### src/logic/adc_ctrl_pkg.sv
// package: register map, field layout, reset values and timing for the converter control block
// What this block does
// - Gain code n gives gain 2^n up to 128; input select; sleep; all reset zero.
// - Output word is 16 bits when width select is 0, 24 bits when 1; resets 0.
// - Bias compensation and open-sensor currents follow their bits; both reset off.
// - One polarity bit for both inputs: 0 bipolar, 1 unipolar; resets bipolar.
// - A 12-bit notch code sets cutoff, first notch position and output word rate.
// - First notch is master clock over 512 over the code; codes 19 to 2000 (the notch register stores any 12-bit code unchecked).
// - One new output word per notch period.
// - After an unsynchronised input step, settled within four word periods.
// - Step during held-low filter restart settles within three word periods.
// - After a channel change, settled within three word periods regardless of restart.
// - Filter -3 dB cutoff is 0.262 times the first notch frequency.
// - After reset the notch code places the first notch at 60 Hz.
`default_nettype none
package adc_ctrl_pkg;
   // timing
   localparam int SYS_CLK_HZ       = 125_000_000;
   localparam int CLKIN_DIV        = 12;          // master clock as an enable from sys_clk
   localparam int CLKIN_HZ         = SYS_CLK_HZ / CLKIN_DIV;
   localparam int DECIM            = 512;
   localparam int NOTCH_MIN        = 19;
   localparam int NOTCH_MAX        = 2000;
   localparam int DEFAULT_NOTCH_HZ = 60;
   localparam int CUTOFF_PERMILLE  = 262;
   // cutoff in mHz times the code, so the cutoff is this over the code
   localparam logic [31:0] CUTOFF_NUM = 32'(CLKIN_HZ / DECIM * CUTOFF_PERMILLE);
   localparam logic [2:0]  SETTLE_STEP    = 3'h4;
   localparam logic [2:0]  SETTLE_RESTART = 3'h3;
   // register byte offsets
   localparam logic [7:0] OFF_CTRL   = 8'h00;
   localparam logic [7:0] OFF_NOTCH  = 8'h04;
   localparam logic [7:0] OFF_STATUS = 8'h08;
   localparam logic [7:0] OFF_DATA   = 8'h0c;
   localparam logic [7:0] OFF_CUTOFF = 8'h10;
   // control fields
   localparam int CTRL_GAIN_LSB = 0;
   localparam int CTRL_SEL_BIT  = 3;
   localparam int CTRL_SLEEP    = 4;
   localparam int CTRL_WIDTH    = 5;
   localparam int CTRL_BIAS     = 6;
   localparam int CTRL_OPEN     = 7;
   localparam int CTRL_POL      = 8;
   localparam int CTRL_W        = 9;
   // status fields
   localparam int STAT_READY   = 0;
   localparam int STAT_SETTLED = 1;
   localparam int STAT_SLEEP   = 2;
   localparam int STAT_CNT_LSB = 4;
   // reset values
   localparam logic [CTRL_W-1:0] CTRL_RST  = 9'h000;
   localparam logic [11:0]       NOTCH_RST = 12'((CLKIN_HZ / DECIM + DEFAULT_NOTCH_HZ / 2) / DEFAULT_NOTCH_HZ);

   typedef enum logic [1:0] {
      PH_IDLE = 2'b00,
      PH_WAIT = 2'b01,
      PH_DONE = 2'b10
   } bus_ph_t;

   typedef struct packed {
      logic [7:0] gain_factor;
      logic       input_select;
      logic       sleep_request;
      logic       output_width_select;
      logic       bias_comp_en;
      logic       open_sensor_current_en;
      logic       unipolar;
   } cfg_t;
endpackage
`default_nettype wire

### src/logic/adc_ctrl.sv
// module: converter field decode, word rate timer and settling tracker behind an AHB-Lite slave
//
// Added by the designer: the register addresses and the AHB-Lite interface to the registers.
`timescale 1ns/100ps
`default_nettype none
module adc_ctrl
   import adc_ctrl_pkg::*;
#(
   parameter int DECIM_P   = DECIM,
   parameter int CLK_DIV_P = CLKIN_DIV
) (
   input  wire logic        sys_clk,          // 125 MHz
   input  wire logic        rst,              // async, active high
   input  wire logic        hsel,             // slave select
   input  wire logic [31:0] haddr,            // byte address
   input  wire logic [1:0]  htrans,           // transfer type
   input  wire logic        hwrite,           // write
   input  wire logic [2:0]  hsize,            // word only
   input  wire logic [31:0] hwdata,           // write data
   input  wire logic        hready,           // bus ready
   output logic      [31:0] hrdata,           // read data
   output logic             hreadyout,        // slave ready
   output logic             hresp,            // always okay
   input  wire logic        filter_restart_n, // pin, low holds filter in reset
   input  wire logic [23:0] conv_data,        // filter result from datapath
   output cfg_t             cfg,              // decoded control fields
   output logic      [23:0] out_word,         // latched output word
   output logic             word_strobe,      // one-cycle pulse per word
   output logic             data_ready_n,     // low while a word waits
   output logic             settled           // result fully settled
);
   localparam int DW = $clog2(DECIM_P);
   localparam int VW = $clog2(CLK_DIV_P + 1);

   typedef struct packed {
      bus_ph_t           ph;
      logic [7:0]        addr;
      logic              wr;
      logic [31:0]       rdata;
      logic [CTRL_W-1:0] ctrl;
      logic [11:0]       notch;
      logic [VW-1:0]     div;
      logic [DW-1:0]     decim;
      logic [11:0]       code_cnt;
      logic [2:0]        rst_sync;
      logic              held;
      logic [23:0]       word;
      logic              ready;
      logic              strobe;
      logic [2:0]        settle_cnt;
      logic [2:0]        settle_need;
   } st_t;

   st_t         s;
   st_t         n;
   logic        tick;
   logic        wr_ctrl;
   logic        wr_notch;
   logic        sel_change;
   logic        step_change;
   logic        restart;
   logic        word_evt;
   logic [31:0] cutoff_mhz;
   logic [31:0] status_word;

   always_comb begin
      cutoff_mhz = (s.notch == 12'h000) ? 32'h0 : CUTOFF_NUM / {20'h0, s.notch};
      status_word = '0;
      status_word[STAT_READY] = s.ready;
      status_word[STAT_SETTLED] = settled;
      status_word[STAT_SLEEP] = s.ctrl[CTRL_SLEEP];
      status_word[STAT_CNT_LSB +: 3] = s.settle_cnt;
      n = s;
      n.strobe = 1'b0;
      // first stage feeds only the second; a level counts once stages two and three agree
      n.rst_sync = {s.rst_sync[1:0], filter_restart_n};
      if (s.rst_sync[1] == s.rst_sync[2]) begin
         n.held = ~s.rst_sync[2];
      end
      tick = (s.div == VW'(CLK_DIV_P - 1));
      n.div = tick ? '0 : VW'(s.div + 1'b1);
      wr_ctrl = (s.ph == PH_WAIT) && s.wr && (s.addr == OFF_CTRL);
      wr_notch = (s.ph == PH_WAIT) && s.wr && (s.addr == OFF_NOTCH);
      sel_change = wr_ctrl && (hwdata[CTRL_SEL_BIT] != s.ctrl[CTRL_SEL_BIT]);
      step_change = wr_ctrl && ((hwdata[CTRL_GAIN_LSB +: 3] != s.ctrl[CTRL_GAIN_LSB +: 3]) ||
                                (hwdata[CTRL_POL] != s.ctrl[CTRL_POL]));
      // bus: one wait state so read data always leaves a flop
      unique case (s.ph)
         PH_WAIT: begin
            n.ph = PH_DONE;
            if (s.wr) begin
               if (wr_ctrl) begin
                  n.ctrl = hwdata[CTRL_W-1:0];
               end
               if (wr_notch) begin
                  n.notch = hwdata[11:0];
               end
            end else begin
               unique case (s.addr)
                  OFF_CTRL:   n.rdata = {23'h0, s.ctrl};
                  OFF_NOTCH:  n.rdata = {20'h0, s.notch};
                  OFF_STATUS: n.rdata = status_word;
                  OFF_DATA:   n.rdata = {8'h00, s.word};
                  OFF_CUTOFF: n.rdata = cutoff_mhz;
                  default:    n.rdata = 32'h0;
               endcase
               if (s.addr == OFF_DATA) begin
                  n.ready = 1'b0;
               end
            end
         end
         PH_IDLE, PH_DONE: begin
            n.ph = PH_IDLE;
            if (hsel && htrans[1] && hready) begin
               n.ph = PH_WAIT;
               n.addr = haddr[7:0];
               n.wr = hwrite;
            end
         end
         default: n.ph = PH_IDLE;
      endcase
      // a channel change, a new rate, sleep or the restart pin all reset the filter
      restart = s.held || sel_change || wr_notch || s.ctrl[CTRL_SLEEP];
      word_evt = 1'b0;
      if (restart) begin
         n.decim = '0;
         n.code_cnt = 12'h000;
         n.settle_cnt = 3'h0;
         n.settle_need = SETTLE_RESTART;
      end else begin
         if (step_change) begin
            // a step the filter did not see reset for needs the full filter length
            n.settle_cnt = 3'h0;
            n.settle_need = SETTLE_STEP;
         end
         if (tick) begin
            if (s.decim == DW'(DECIM_P - 1)) begin
               n.decim = '0;
               if (s.code_cnt >= 12'(s.notch - 12'h001)) begin
                  n.code_cnt = 12'h000;
                  word_evt = 1'b1;
               end else begin
                  n.code_cnt = 12'(s.code_cnt + 12'h001);
               end
            end else begin
               n.decim = DW'(s.decim + 1'b1);
            end
         end
      end
      if (word_evt) begin
         // set wins over a data read in the same cycle
         n.ready = 1'b1;
         n.strobe = 1'b1;
         n.word = s.ctrl[CTRL_WIDTH] ? conv_data : {8'h00, conv_data[23:8]};
         if (!step_change && s.settle_cnt < SETTLE_STEP) begin
            n.settle_cnt = 3'(s.settle_cnt + 3'h1);
         end
      end
   end

   always_ff @(posedge sys_clk or posedge rst) begin
      if (rst) begin
         s.ph <= PH_IDLE;
         s.addr <= 8'h00;
         s.wr <= 1'b0;
         s.rdata <= 32'h0;
         s.ctrl <= CTRL_RST;
         s.notch <= NOTCH_RST;
         s.div <= '0;
         s.decim <= '0;
         s.code_cnt <= 12'h000;
         s.rst_sync <= 3'h7;
         s.held <= 1'b0;
         s.word <= 24'h0;
         s.ready <= 1'b0;
         s.strobe <= 1'b0;
         s.settle_cnt <= 3'h0;
         s.settle_need <= SETTLE_RESTART;
      end else begin
         s <= n;
      end
   end

   always_comb begin
      cfg.gain_factor = 8'h01 << s.ctrl[CTRL_GAIN_LSB +: 3];
      cfg.input_select = s.ctrl[CTRL_SEL_BIT];
      cfg.sleep_request = s.ctrl[CTRL_SLEEP];
      cfg.output_width_select = s.ctrl[CTRL_WIDTH];
      cfg.bias_comp_en = s.ctrl[CTRL_BIAS];
      cfg.open_sensor_current_en = s.ctrl[CTRL_OPEN];
      cfg.unipolar = s.ctrl[CTRL_POL];
   end

   assign hrdata = s.rdata;
   assign hreadyout = (s.ph != PH_WAIT);
   assign hresp = 1'b0;
   assign out_word = s.word;
   assign word_strobe = s.strobe;
   assign data_ready_n = ~s.ready;
   assign settled = (s.settle_cnt >= s.settle_need);

   // helper: master clock ticks since the last word or restart
   logic [31:0] gap_q;
   always_ff @(posedge sys_clk or posedge rst) begin
      if (rst) begin
         gap_q <= 32'h0;
      end else if (restart || word_evt) begin
         gap_q <= 32'h0;
      end else if (tick) begin
         gap_q <= 32'(gap_q + 32'h1);
      end
   end
endmodule // adc_ctrl
`default_nettype wire

### config.mk
export PLATFORM = sky130hd
export DESIGN_NAME = adc_ctrl
export DESIGN_NICKNAME = d
export VERILOG_FILES = /design/src/logic/adc_ctrl_pkg.sv /design/src/logic/adc_ctrl.sv
export SDC_FILE = /design/constraint.sdc
export NUM_CORES = 1
export LEC_CHECK = 0
export BUFFER_PORTS_ARGS = -buffer_cell sky130_fd_sc_hd__buf_2
export CORE_MARGIN = 1
export CORE_UTILIZATION = 50
export DETAILED_ROUTE_END_ITERATION = 8
export PLACE_DENSITY = 0.73
export RECOVER_POWER = 25
export SLEW_MARGIN = 10
export SYNTH_ARGS = -nofsm -noshare
export SYNTH_HDL_FRONTEND = slang
export SYNTH_SLANG_ARGS = --single-unit
### constraint.sdc
create_clock -name sys_clk -period 222.2 [get_ports sys_clk]
set_clock_uncertainty 0.05 [all_clocks]
set_input_delay 22.22 -clock sys_clk [delete_from_list [all_inputs] [get_ports sys_clk]]
set_output_delay 22.22 -clock sys_clk [all_outputs]
set_load 0.01 [all_outputs]
* After elaboration in Yosys (flattened, before gate mapping) *
Index checks and enable logic that the tools add are counted.

storage, ports and cells
  output and inout bits = 75
  bits in writable memories = 0
  logic and storage cells = 93
  register bits after elaboration = 125
  memories kept = 0
  bits in latches = 0
  memory bits (read-only) = 0

operators by class
  multiplexer cells = 22
  order comparisons = 3
  divide/modulo/power cells = 1
  $add $sub $neg = 5
  equal/unequal tests = 14
  multiply operators = 0
  shift-type cells = 1
  reduce and logical (&&, ||, !) cells = 28
  bitwise gates (word level) = 3

operators with widths
  operator                                                              count
  32-bit one-hot mux with 5 select lines                                1
  21-bit two-way mux                                                    2
  23-bit by 12-bit divider with 32-bit output, first input constant     1
  32-bit two-way mux                                                    1
  12-bit two-way mux                                                    2
  24-bit two-way mux                                                    1
  8-bit by 4-bit == test with 1-bit output, second input constant       2
  12-bit by 1-bit adder with 12-bit output, second input constant       1
  12-bit >= comparator                                                  1
  12-bit zero test                                                      1
  6-bit two-way mux                                                     2
  12-bit by 1-bit subtractor with 12-bit output, second input constant  1
  10-bit two-way mux                                                    1
  2-bit nonzero test                                                    5
  9-bit by 1-bit adder with 9-bit output, second input constant         1
  9-bit == test, second input constant                                  1
  9-bit two-way mux                                                     1
  3-bit AND reduction                                                   3
  8-bit by 3-bit == test with 1-bit output, second input constant       1
  8-bit by 5-bit == test with 1-bit output, second input constant       1
  1-bit logical AND                                                     8
  8-bit zero test                                                       1
  1-bit by 3-bit << shifter with 8-bit output, first input constant     1
  1-bit two-way mux                                                     7
  21 further kinds                                                      30

* Logic depth before layout (Yosys ltp) *
Gate-level depths: netlist of run 1.

  word-level depth = 10
  depth in mapped cells = 469
  gate-level depth less buffers = 413

* Worst setup path before layout of run 1 *
Ideal clock, no wire load.

  kind = register to register
  start = register s[61] (netlist name)
  end = register s (netlist bit hrdata[0])
  cell stages (with the launch flop) = 455
  data required time = 222.006 ns
  path slack = 138.844 ns
  arrival = 83.162 ns
  path through = dfstp_2 clkbuf_1 inv_2 clkbuf_1 clkbuf_1 clkbuf_1 ha_1 buf_2 nand3_1 nor2_1 ha_1 a21oi_1 o2111ai_1 a21oi_1 ha_1 a21o_1 a31oi_1 xnor2_1 [... 419 more ...] a21oi_1 and4b_1 nand4_1 nor2_1 buf_2 buf_6 nand2_1 o31ai_1 ha_1 a21o_1 a21o_1 a211oi_1 nand3_1 nor3_1 nand3_1 a211o_1 a21oi_1 a41oi_1

on the way
  longest elaborated chain between the ends = 3
  elaborated cells on any way between the ends = 4

RTL lines
  item                                                                             line             text
  start, declared                                                                  adc_ctrl.sv:54   st_t s;
  start signal, assigned                                                           adc_ctrl.sv:180  s <= n;
  23-bit by 12-bit divider with 32-bit output or 12-bit zero test (tied branches)  adc_ctrl.sv:67   cutoff_mhz = (s.notch == 12'h000) ? 32'h0 : CUTOFF_NUM / {20'h0, s.notch};
  32-bit two-way mux                                                               adc_ctrl.sv:67
  32-bit one-hot mux with 5 select lines *                                         adc_ctrl.sv:99   unique case (s.addr)

Every way passes the cells marked *; elsewhere a longest branch is shown, timed or not.
A chain may end at the register's enable or synchronous reset.

* Worst setup path after layout of run 1 *
  start = register s[71] (netlist name)
  end = register s (netlist bit hrdata[0])

on the way
  longest elaborated chain between the ends = 3
  elaborated cells on any way between the ends = 4

RTL lines
  item                                                                             line
  23-bit by 12-bit divider with 32-bit output or 12-bit zero test (tied branches)  adc_ctrl.sv:67
  32-bit two-way mux *                                                             adc_ctrl.sv:67
  32-bit one-hot mux with 5 select lines *                                         adc_ctrl.sv:99

Marks and branches as above.

==> flow_summary.json, run 1 <==
{
  "cpMostUsedCell": "o21a_1",
  "die_h_um": 247,
  "drive_gt1_share_pct": 9.97,
  "worstHoldPathType": "flop to flop",
  "start_util_pct": 50.8,
  "reg2reg_slack_ps": 126280,
  "slowest_delay_ps": 1370,
  "synth_most_common_cell": "nand2_1",
  "nets": 4564,
  "rr_endpoint": "hrdata[0]$_DFFE_PP0P_",
  "synthCells": 4187,
  "synthTopCellsByCount": "nand2_1 (431), nor2_1 (381), ha_1 (306)",
  "routedWlPerCell_um": 17.6,
  "dieArea_sq_um": 61200,
  "timing.fmax_ghz": 0.0104,
  "synth_area_leaders": "ha_1 (13%), dfrtp_1 (9.5%), nand2_1 (5.4%), a21oi_1 (4.9%), nor2_1 (4.8%)",
  "die_w_um": 247,
  "antenna_found_initial": 2,
  "dp_hpwl_um": 68000,
  "avgViaCountPerCell": 6.36,
  "drt-initial-drc-count": 2476,
  "grt_setup_unrepaired": "no",
  "final.setup.tns_ps": 0,
  "portBuffers": 123,
  "grt_pass1_wl_um": 142000,
  "crit_path_start": "s[71]$_DFFE_PP0P_",
  "ctsResizeCount": 0,
  "path_class": "flop to flop",
  "vias": 31454,
  "crit_path_end_kind": "flop",
  "syn_avg_cell_area_sq_um": 7.19,
  "async_flop_share_pct": 100,
  "yosysTopAreaCellShare_pct": 12.7,
  "synth_edf_count": 0,
  "final-setup-viol-count": 0,
  "synth_sequential_area_ratio_pct": 10.3,
  "cts_tree": "built",
  "yosys_warnings": 0,
  "drv_cap": 3,
  "cp.arrival_ps": 96150,
  "clk_latency_ps": 420,
  "cts.path.max_buffers": 2,
  "num_rows": 89,
  "synth_top_cell_by_area": "ha_1",
  "drc": 12,
  "cp.required_ps": 222430,
  "period_share_pct": 43.2,
  "grt_pass1_vias": 28440,
  "first_pass_iters": 9,
  "period_needed_ps": 95920,
  "maxSlewHeadroom_pct": -36.0,
  "yosys.cell_types.count": 141,
  "cts_buffers": 17,
  "grt_overflow": 0,
  "htreeDepth": 4,
  "critical_path.endpoint": "hrdata[0]$_DFFE_PP0P_",
  "hold_violations": 0,
  "antenna_left": 0,
  "path_clk_slew_ps": 70,
  "area_growth_syn_to_layout_pct": 4.60,
  "clock-sinks": 123,
  "grt_max_degree": 77,
  "cpMaxStageDelayCell": "o311ai_0",
  "start_kind": "flop",
  "crit_fanout": 29,
  "track_usage_pct": 27.6,
  "tightest_slew_ps": 2030,
  "netlist_area_sq_um": 30100,
  "ios": 174,
  "r2r-start": "s[71]$_DFFE_PP0P_",
  "synthFlopType": "dfrtp_1",
  "violations": "design-rule violations, max-capacitance violations, max-slew violations",
  "num_antenna_cells": 0,
  "routed_wl_um": 86800,
  "root_buffer": "clkbuf_16",
  "drv_slew": 100,
  "postCtsSetupRepairBufs": 0,
  "status": "finished with violations",
  "synth_seq_cells": 123,
  "worst-r2r-cell-count": 400,
  "hold_buffers": 0,
  "gp_congestion": 0.979,
  "core-area_sq_um": 59200
}
-- area by class of cell --
cell class	count	area (sq um)
clock buffer	19	443
clock inverter	13	166
fill	5814	27800
inverter	124	467
multi-input combinational	3726	25400
sequential	123	3090
tap	773	967
timing repair buffer	167	923
-- sequential cells by signal, summed over array words and instances (netlist names) --
name         flops
cfg              6
hrdata          31
n                2
out_word        24
s               59
word_strobe      1
-- layout by cell type (no fill, tap or decap), types with 72 or more instances in the layout --
| master | n |
|---|---|
| xor2_1 | 86 |
| a21o_1 | 135 |
| nor2_1 | 381 |
| ha_1 | 306 |
| nor3_1 | 135 |
| a21oi_1 | 293 |
| dfrtp_1 | 114 |
| nand3_1 | 130 |
| xnor2_1 | 153 |
| o21a_1 | 115 |
| nand2_1 | 432 |
| o31ai_1 | 78 |
| o21ai_0 | 284 |
| mux2_2 | 72 |
| buf_2 | 114 |
| nand2b_1 | 109 |
| inv_1 | 120 |
-- per-stage QoR --
| step | area [sq um] | setup slack (ps) | hold slack (ps) | cells | utilization, % |
|---|---|---|---|---|---|
| 2_1_floorplan | 30100 | 138840 | 295 | 4188 | - |
| 3_3_place_gp | 30900 | 130450 | 297 | 4913 | 52.2 |
| 3_5_place_dp | 30900 | 129460 | 297 | 4913 | 52.2 |
| 4_1_cts | 31500 | 129110 | 305 | 4945 | 53.2 |
| 5_1_grt | 31500 | 117380 | 316 | 4945 | 53.1 |
| 6_report | 31500 | 126280 | 310 | 4945 | 53.1 |
-- critical path: cells and delay by family, from the launching register on --
kind / cells / cell delay [ps]
flip-flops: 1 / 570
AND/OR/NAND/NOR: 142 / 31680
multiplexers: 4 / 1430
buffers and inverters: 12 / 3060
adder cells (fa/ha/maj): 30 / 9700
AO/OA/AOI/OAI: 211 / 48950
XOR/XNOR: 1 / 220
-- routing by layer --
layer	part of all wire [%]	up-vias	wire length (um)	global-route usage, %
li1	-	15632	-	-
met1	46	14733	40300	37.8
met2	45	951	39300	46.3
met3	6.1	138	5280	2.71
met4	2.2	0	1920	6.33
met5	0	-	0	0
-- logic make-up after synthesis --
kind of cell | after synthesis | share of synthesized area (%)
AO/OA/AOI/OAI | 1418 | 32.6
XOR/XNOR | 241 | 7.07
adder cells (fa/ha/maj) | 307 | 12.8
buffers and inverters | 339 | 5.27
flip-flops | 123 | 10.3
multiplexers | 131 | 4.68
other | 1 | 0.0125
AND/OR/NAND/NOR | 1627 | 27.4
-- worst min-delay path by stage --
stage,slack (ps),cells after the start,endpoint,from
after global routing,320,0,n[35]$_DFF_PP1_,n[34]$_DFF_PP1_
after CTS,300,0,n[35]$_DFF_PP1_,n[34]$_DFF_PP1_
final,310,0,n[35]$_DFF_PP1_,n[34]$_DFF_PP1_
after floorplan,300,0,n[35]$_DFF_PP1_,n[34]$_DFF_PP1_
after global placement,300,0,n[35]$_DFF_PP1_,n[34]$_DFF_PP1_
after detailed placement,300,0,n[35]$_DFF_PP1_,n[34]$_DFF_PP1_
Power of run 1 is not shown: default switching activity piles up to over one toggle a cycle in this logic, so the estimate is an artifact.
==> run 2: changes to the inputs <==
- ABC_AREA: unset -> 1
- PLACE_DENSITY: 0.73 -> 0.74
- clock period: 222.2 -> 90.8 ns (I/O delays scaled with it)
==> flow_summary.json, run 2 <==
{
  "num_rows": 88,
  "hold_violations": 0,
  "slowest_delay_ps": 960,
  "grt_setup_unrepaired": "no",
  "first_pass_iters": 5,
  "die_w_um": 245,
  "clock-sinks": 123,
  "layout_commonest_cell": "nand2_1",
  "antenna_found_initial": 0,
  "die_h_um": 245,
  "status": "finished with violations",
  "top_register": "s",
  "reg2reg_slack_ps": 15430,
  "drv_cap": 1,
  "yosys.cell_types.count": 75,
  "gp_congestion": 0.952,
  "synth_compound_area_share_pct": 16.9,
  "num_antenna_cells": 0,
  "cts_tree": "built",
  "grt_max_degree": 78,
  "cts.path.max_buffers": 2,
  "drt-initial-drc-count": 2125,
  "vias": 31264,
  "clk_latency_ps": 430,
  "period_needed_ps": 75370,
  "area_growth_syn_to_layout_pct": 4.40,
  "drc": 0,
  "violations": "max-capacitance violations, max-slew violations",
  "ctsResizeCount": 0,
  "drive_gt1_share_pct": 9.37,
  "nets": 5385,
  "synth_top_cell_by_area": "nand2_1",
  "crit_fanout": 33,
  "synthAdderAreaFrac_pct": 12.9,
  "largest_reg_flops": 59,
  "postCtsSetupRepairBufs": 0,
  "nFillCells": 5982,
  "worstHoldPathType": "flop to flop",
  "grt_overflow": 0,
  "cpMostUsedCell": "nand2_1",
  "antenna_left": 0,
  "cp.arrival_ps": 75620,
  "timing.fmax_ghz": 0.0133,
  "final.setup.tns_ps": 0,
  "dp_hpwl_um": 64000,
  "synth_area_leaders": "nand2_1 (17%), ha_1 (13%), dfrtp_1 (9.6%), inv_1 (7.6%), nand3_1 (6.1%)",
  "grt_pass1_wl_um": 135000,
  "synth_most_common_cell": "nand2_1",
  "path_class": "flop to flop",
  "start_util_pct": 51.0,
  "holdPathStages": 0,
  "core-area_sq_um": 58000,
  "ios": 174,
  "yosys.area_share.simple_pct": 39.8,
  "cp.required_ps": 91050,
  "synthMuxAreaShare_pct": 0.0338,
  "cts_buffers": 17,
  "seq_area_sq_um": 3090,
  "yosys_warnings": 0,
  "synth_seq_cells": 123,
  "rr_endpoint": "hrdata[0]$_DFFE_PP0P_",
  "crit_path_end_kind": "flop",
  "synth_edf_count": 0,
  "avgViaCountPerCell": 5.43,
  "htreeDepth": 4,
  "routed_wl_um": 79900,
  "yosysTopAreaCellShare_pct": 17.4,
  "final-setup-viol-count": 0,
  "period_share_pct": 83.0,
  "maxSlewHeadroom_pct": -41.3,
  "worst-r2r-cell-count": 424,
  "syn_avg_cell_area_sq_um": 5.94,
  "tightest_slew_ps": 2110,
  "hold_buffers": 0,
  "path_clk_slew_ps": 60,
  "dieArea_sq_um": 60100,
  "synth_sequential_area_ratio_pct": 10.4,
  "synthCells": 4978,
  "track_usage_pct": 26.4,
  "routedWlPerCell_um": 13.9,
  "multi_input_area_sq_um": 23000,
  "start_kind": "flop",
  "synth-xor-area-share_pct": 7.94,
  "portBuffers": 123,
  "crit_path_start": "s[62]$_DFFE_PP1P_",
  "most-common-layout-cells": "nand2_1 (1,376), inv_1 (597), nor2_1 (384), nand3_1 (363), o21ai_0 (347)",
  "synth_top_family_by_area": "simple AND/OR/NAND/NOR gates",
  "synthTopCellsByCount": "nand2_1 (1,375), inv_1 (598), nor2_1 (385)",
  "drv_slew": 48,
  "r2r-start": "s[62]$_DFFE_PP1P_",
  "netlist_area_sq_um": 29600,
  "critical_path.endpoint": "hrdata[0]$_DFFE_PP0P_",
  "cpMaxStageDelayCell": "dfstp_1",
  "root_buffer": "clkbuf_16",
  "synthFlopType": "dfrtp_1",
  "grt_pass1_vias": 28850,
  "async_flop_share_pct": 100
}
## run 2: final cells by class
| class | instances | area share (%) |
|---|---|---|
| inverter | 661 | 8.15 |
| multi-input combinational | 4031 | 74.3 |
| sequential | 123 | 10.0 |
| clock buffer | 21 | 1.52 |
| timing repair buffer | 146 | 2.53 |
| clock inverter | 11 | 0.377 |
| tap | 765 | 3.10 |
## run 2: cell families (layout without fill, tap and decap cells)
family / Yosys count / after routing
other: 1 / 2
muxes: 1 / 1
AOI/OAI and AO/OA: 887 / 887
xor gates and xnor gates: 268 / 268
and+or+nand+nor: 2567 / 2567
buffers and inverters: 825 / 839
DFF: 123 / 123
adders and majority gates: 306 / 306
## run 2: metal layers
metal | wire [um] | track usage (%) | share of wire (%)
met5 | 0 | 0 | 0
met3 | 3250 | 2.01 | 4.1
met2 | 37600 | 46.7 | 47
met1 | 37100 | 34.2 | 46
met4 | 1920 | 6.75 | 2.4
## run 2: worst min path at each step
stage / start / to / slack [ps]
6_report: n[34]$_DFF_PP1_ / n[35]$_DFF_PP1_ / 320
5_1_grt: n[34]$_DFF_PP1_ / n[35]$_DFF_PP1_ / 320
4_1_cts: n[34]$_DFF_PP1_ / n[35]$_DFF_PP1_ / 320
3_5_place_dp: n[34]$_DFF_PP1_ / n[35]$_DFF_PP1_ / 310
3_3_place_gp: n[34]$_DFF_PP1_ / n[35]$_DFF_PP1_ / 300
2_1_floorplan: n[34]$_DFF_PP1_ / n[35]$_DFF_PP1_ / 300
## run 2: through the flow
step	utilization, %	area (sq um)	hold WS, ps	worst slack (ps)	std cells
4_1_cts	53.3	30900	318	16360	5758
6_report	53.2	30900	324	15430	5758
3_3_place_gp	52.2	30300	304	17450	5726
3_5_place_dp	52.2	30300	307	16560	5726
5_1_grt	53.2	30900	325	7030	5758
2_1_floorplan	-	29600	295	25560	4979
## run 2: worst max-delay path: cells and delay by family (launching register included)
kind / cells / cell delay [ps]
buf+inv: 53 / 9710
compound gates: 143 / 26360
flops: 1 / 960
fa+ha+maj: 31 / 10510
simple gates: 197 / 27360
Power of run 2 is left out for the same reason.
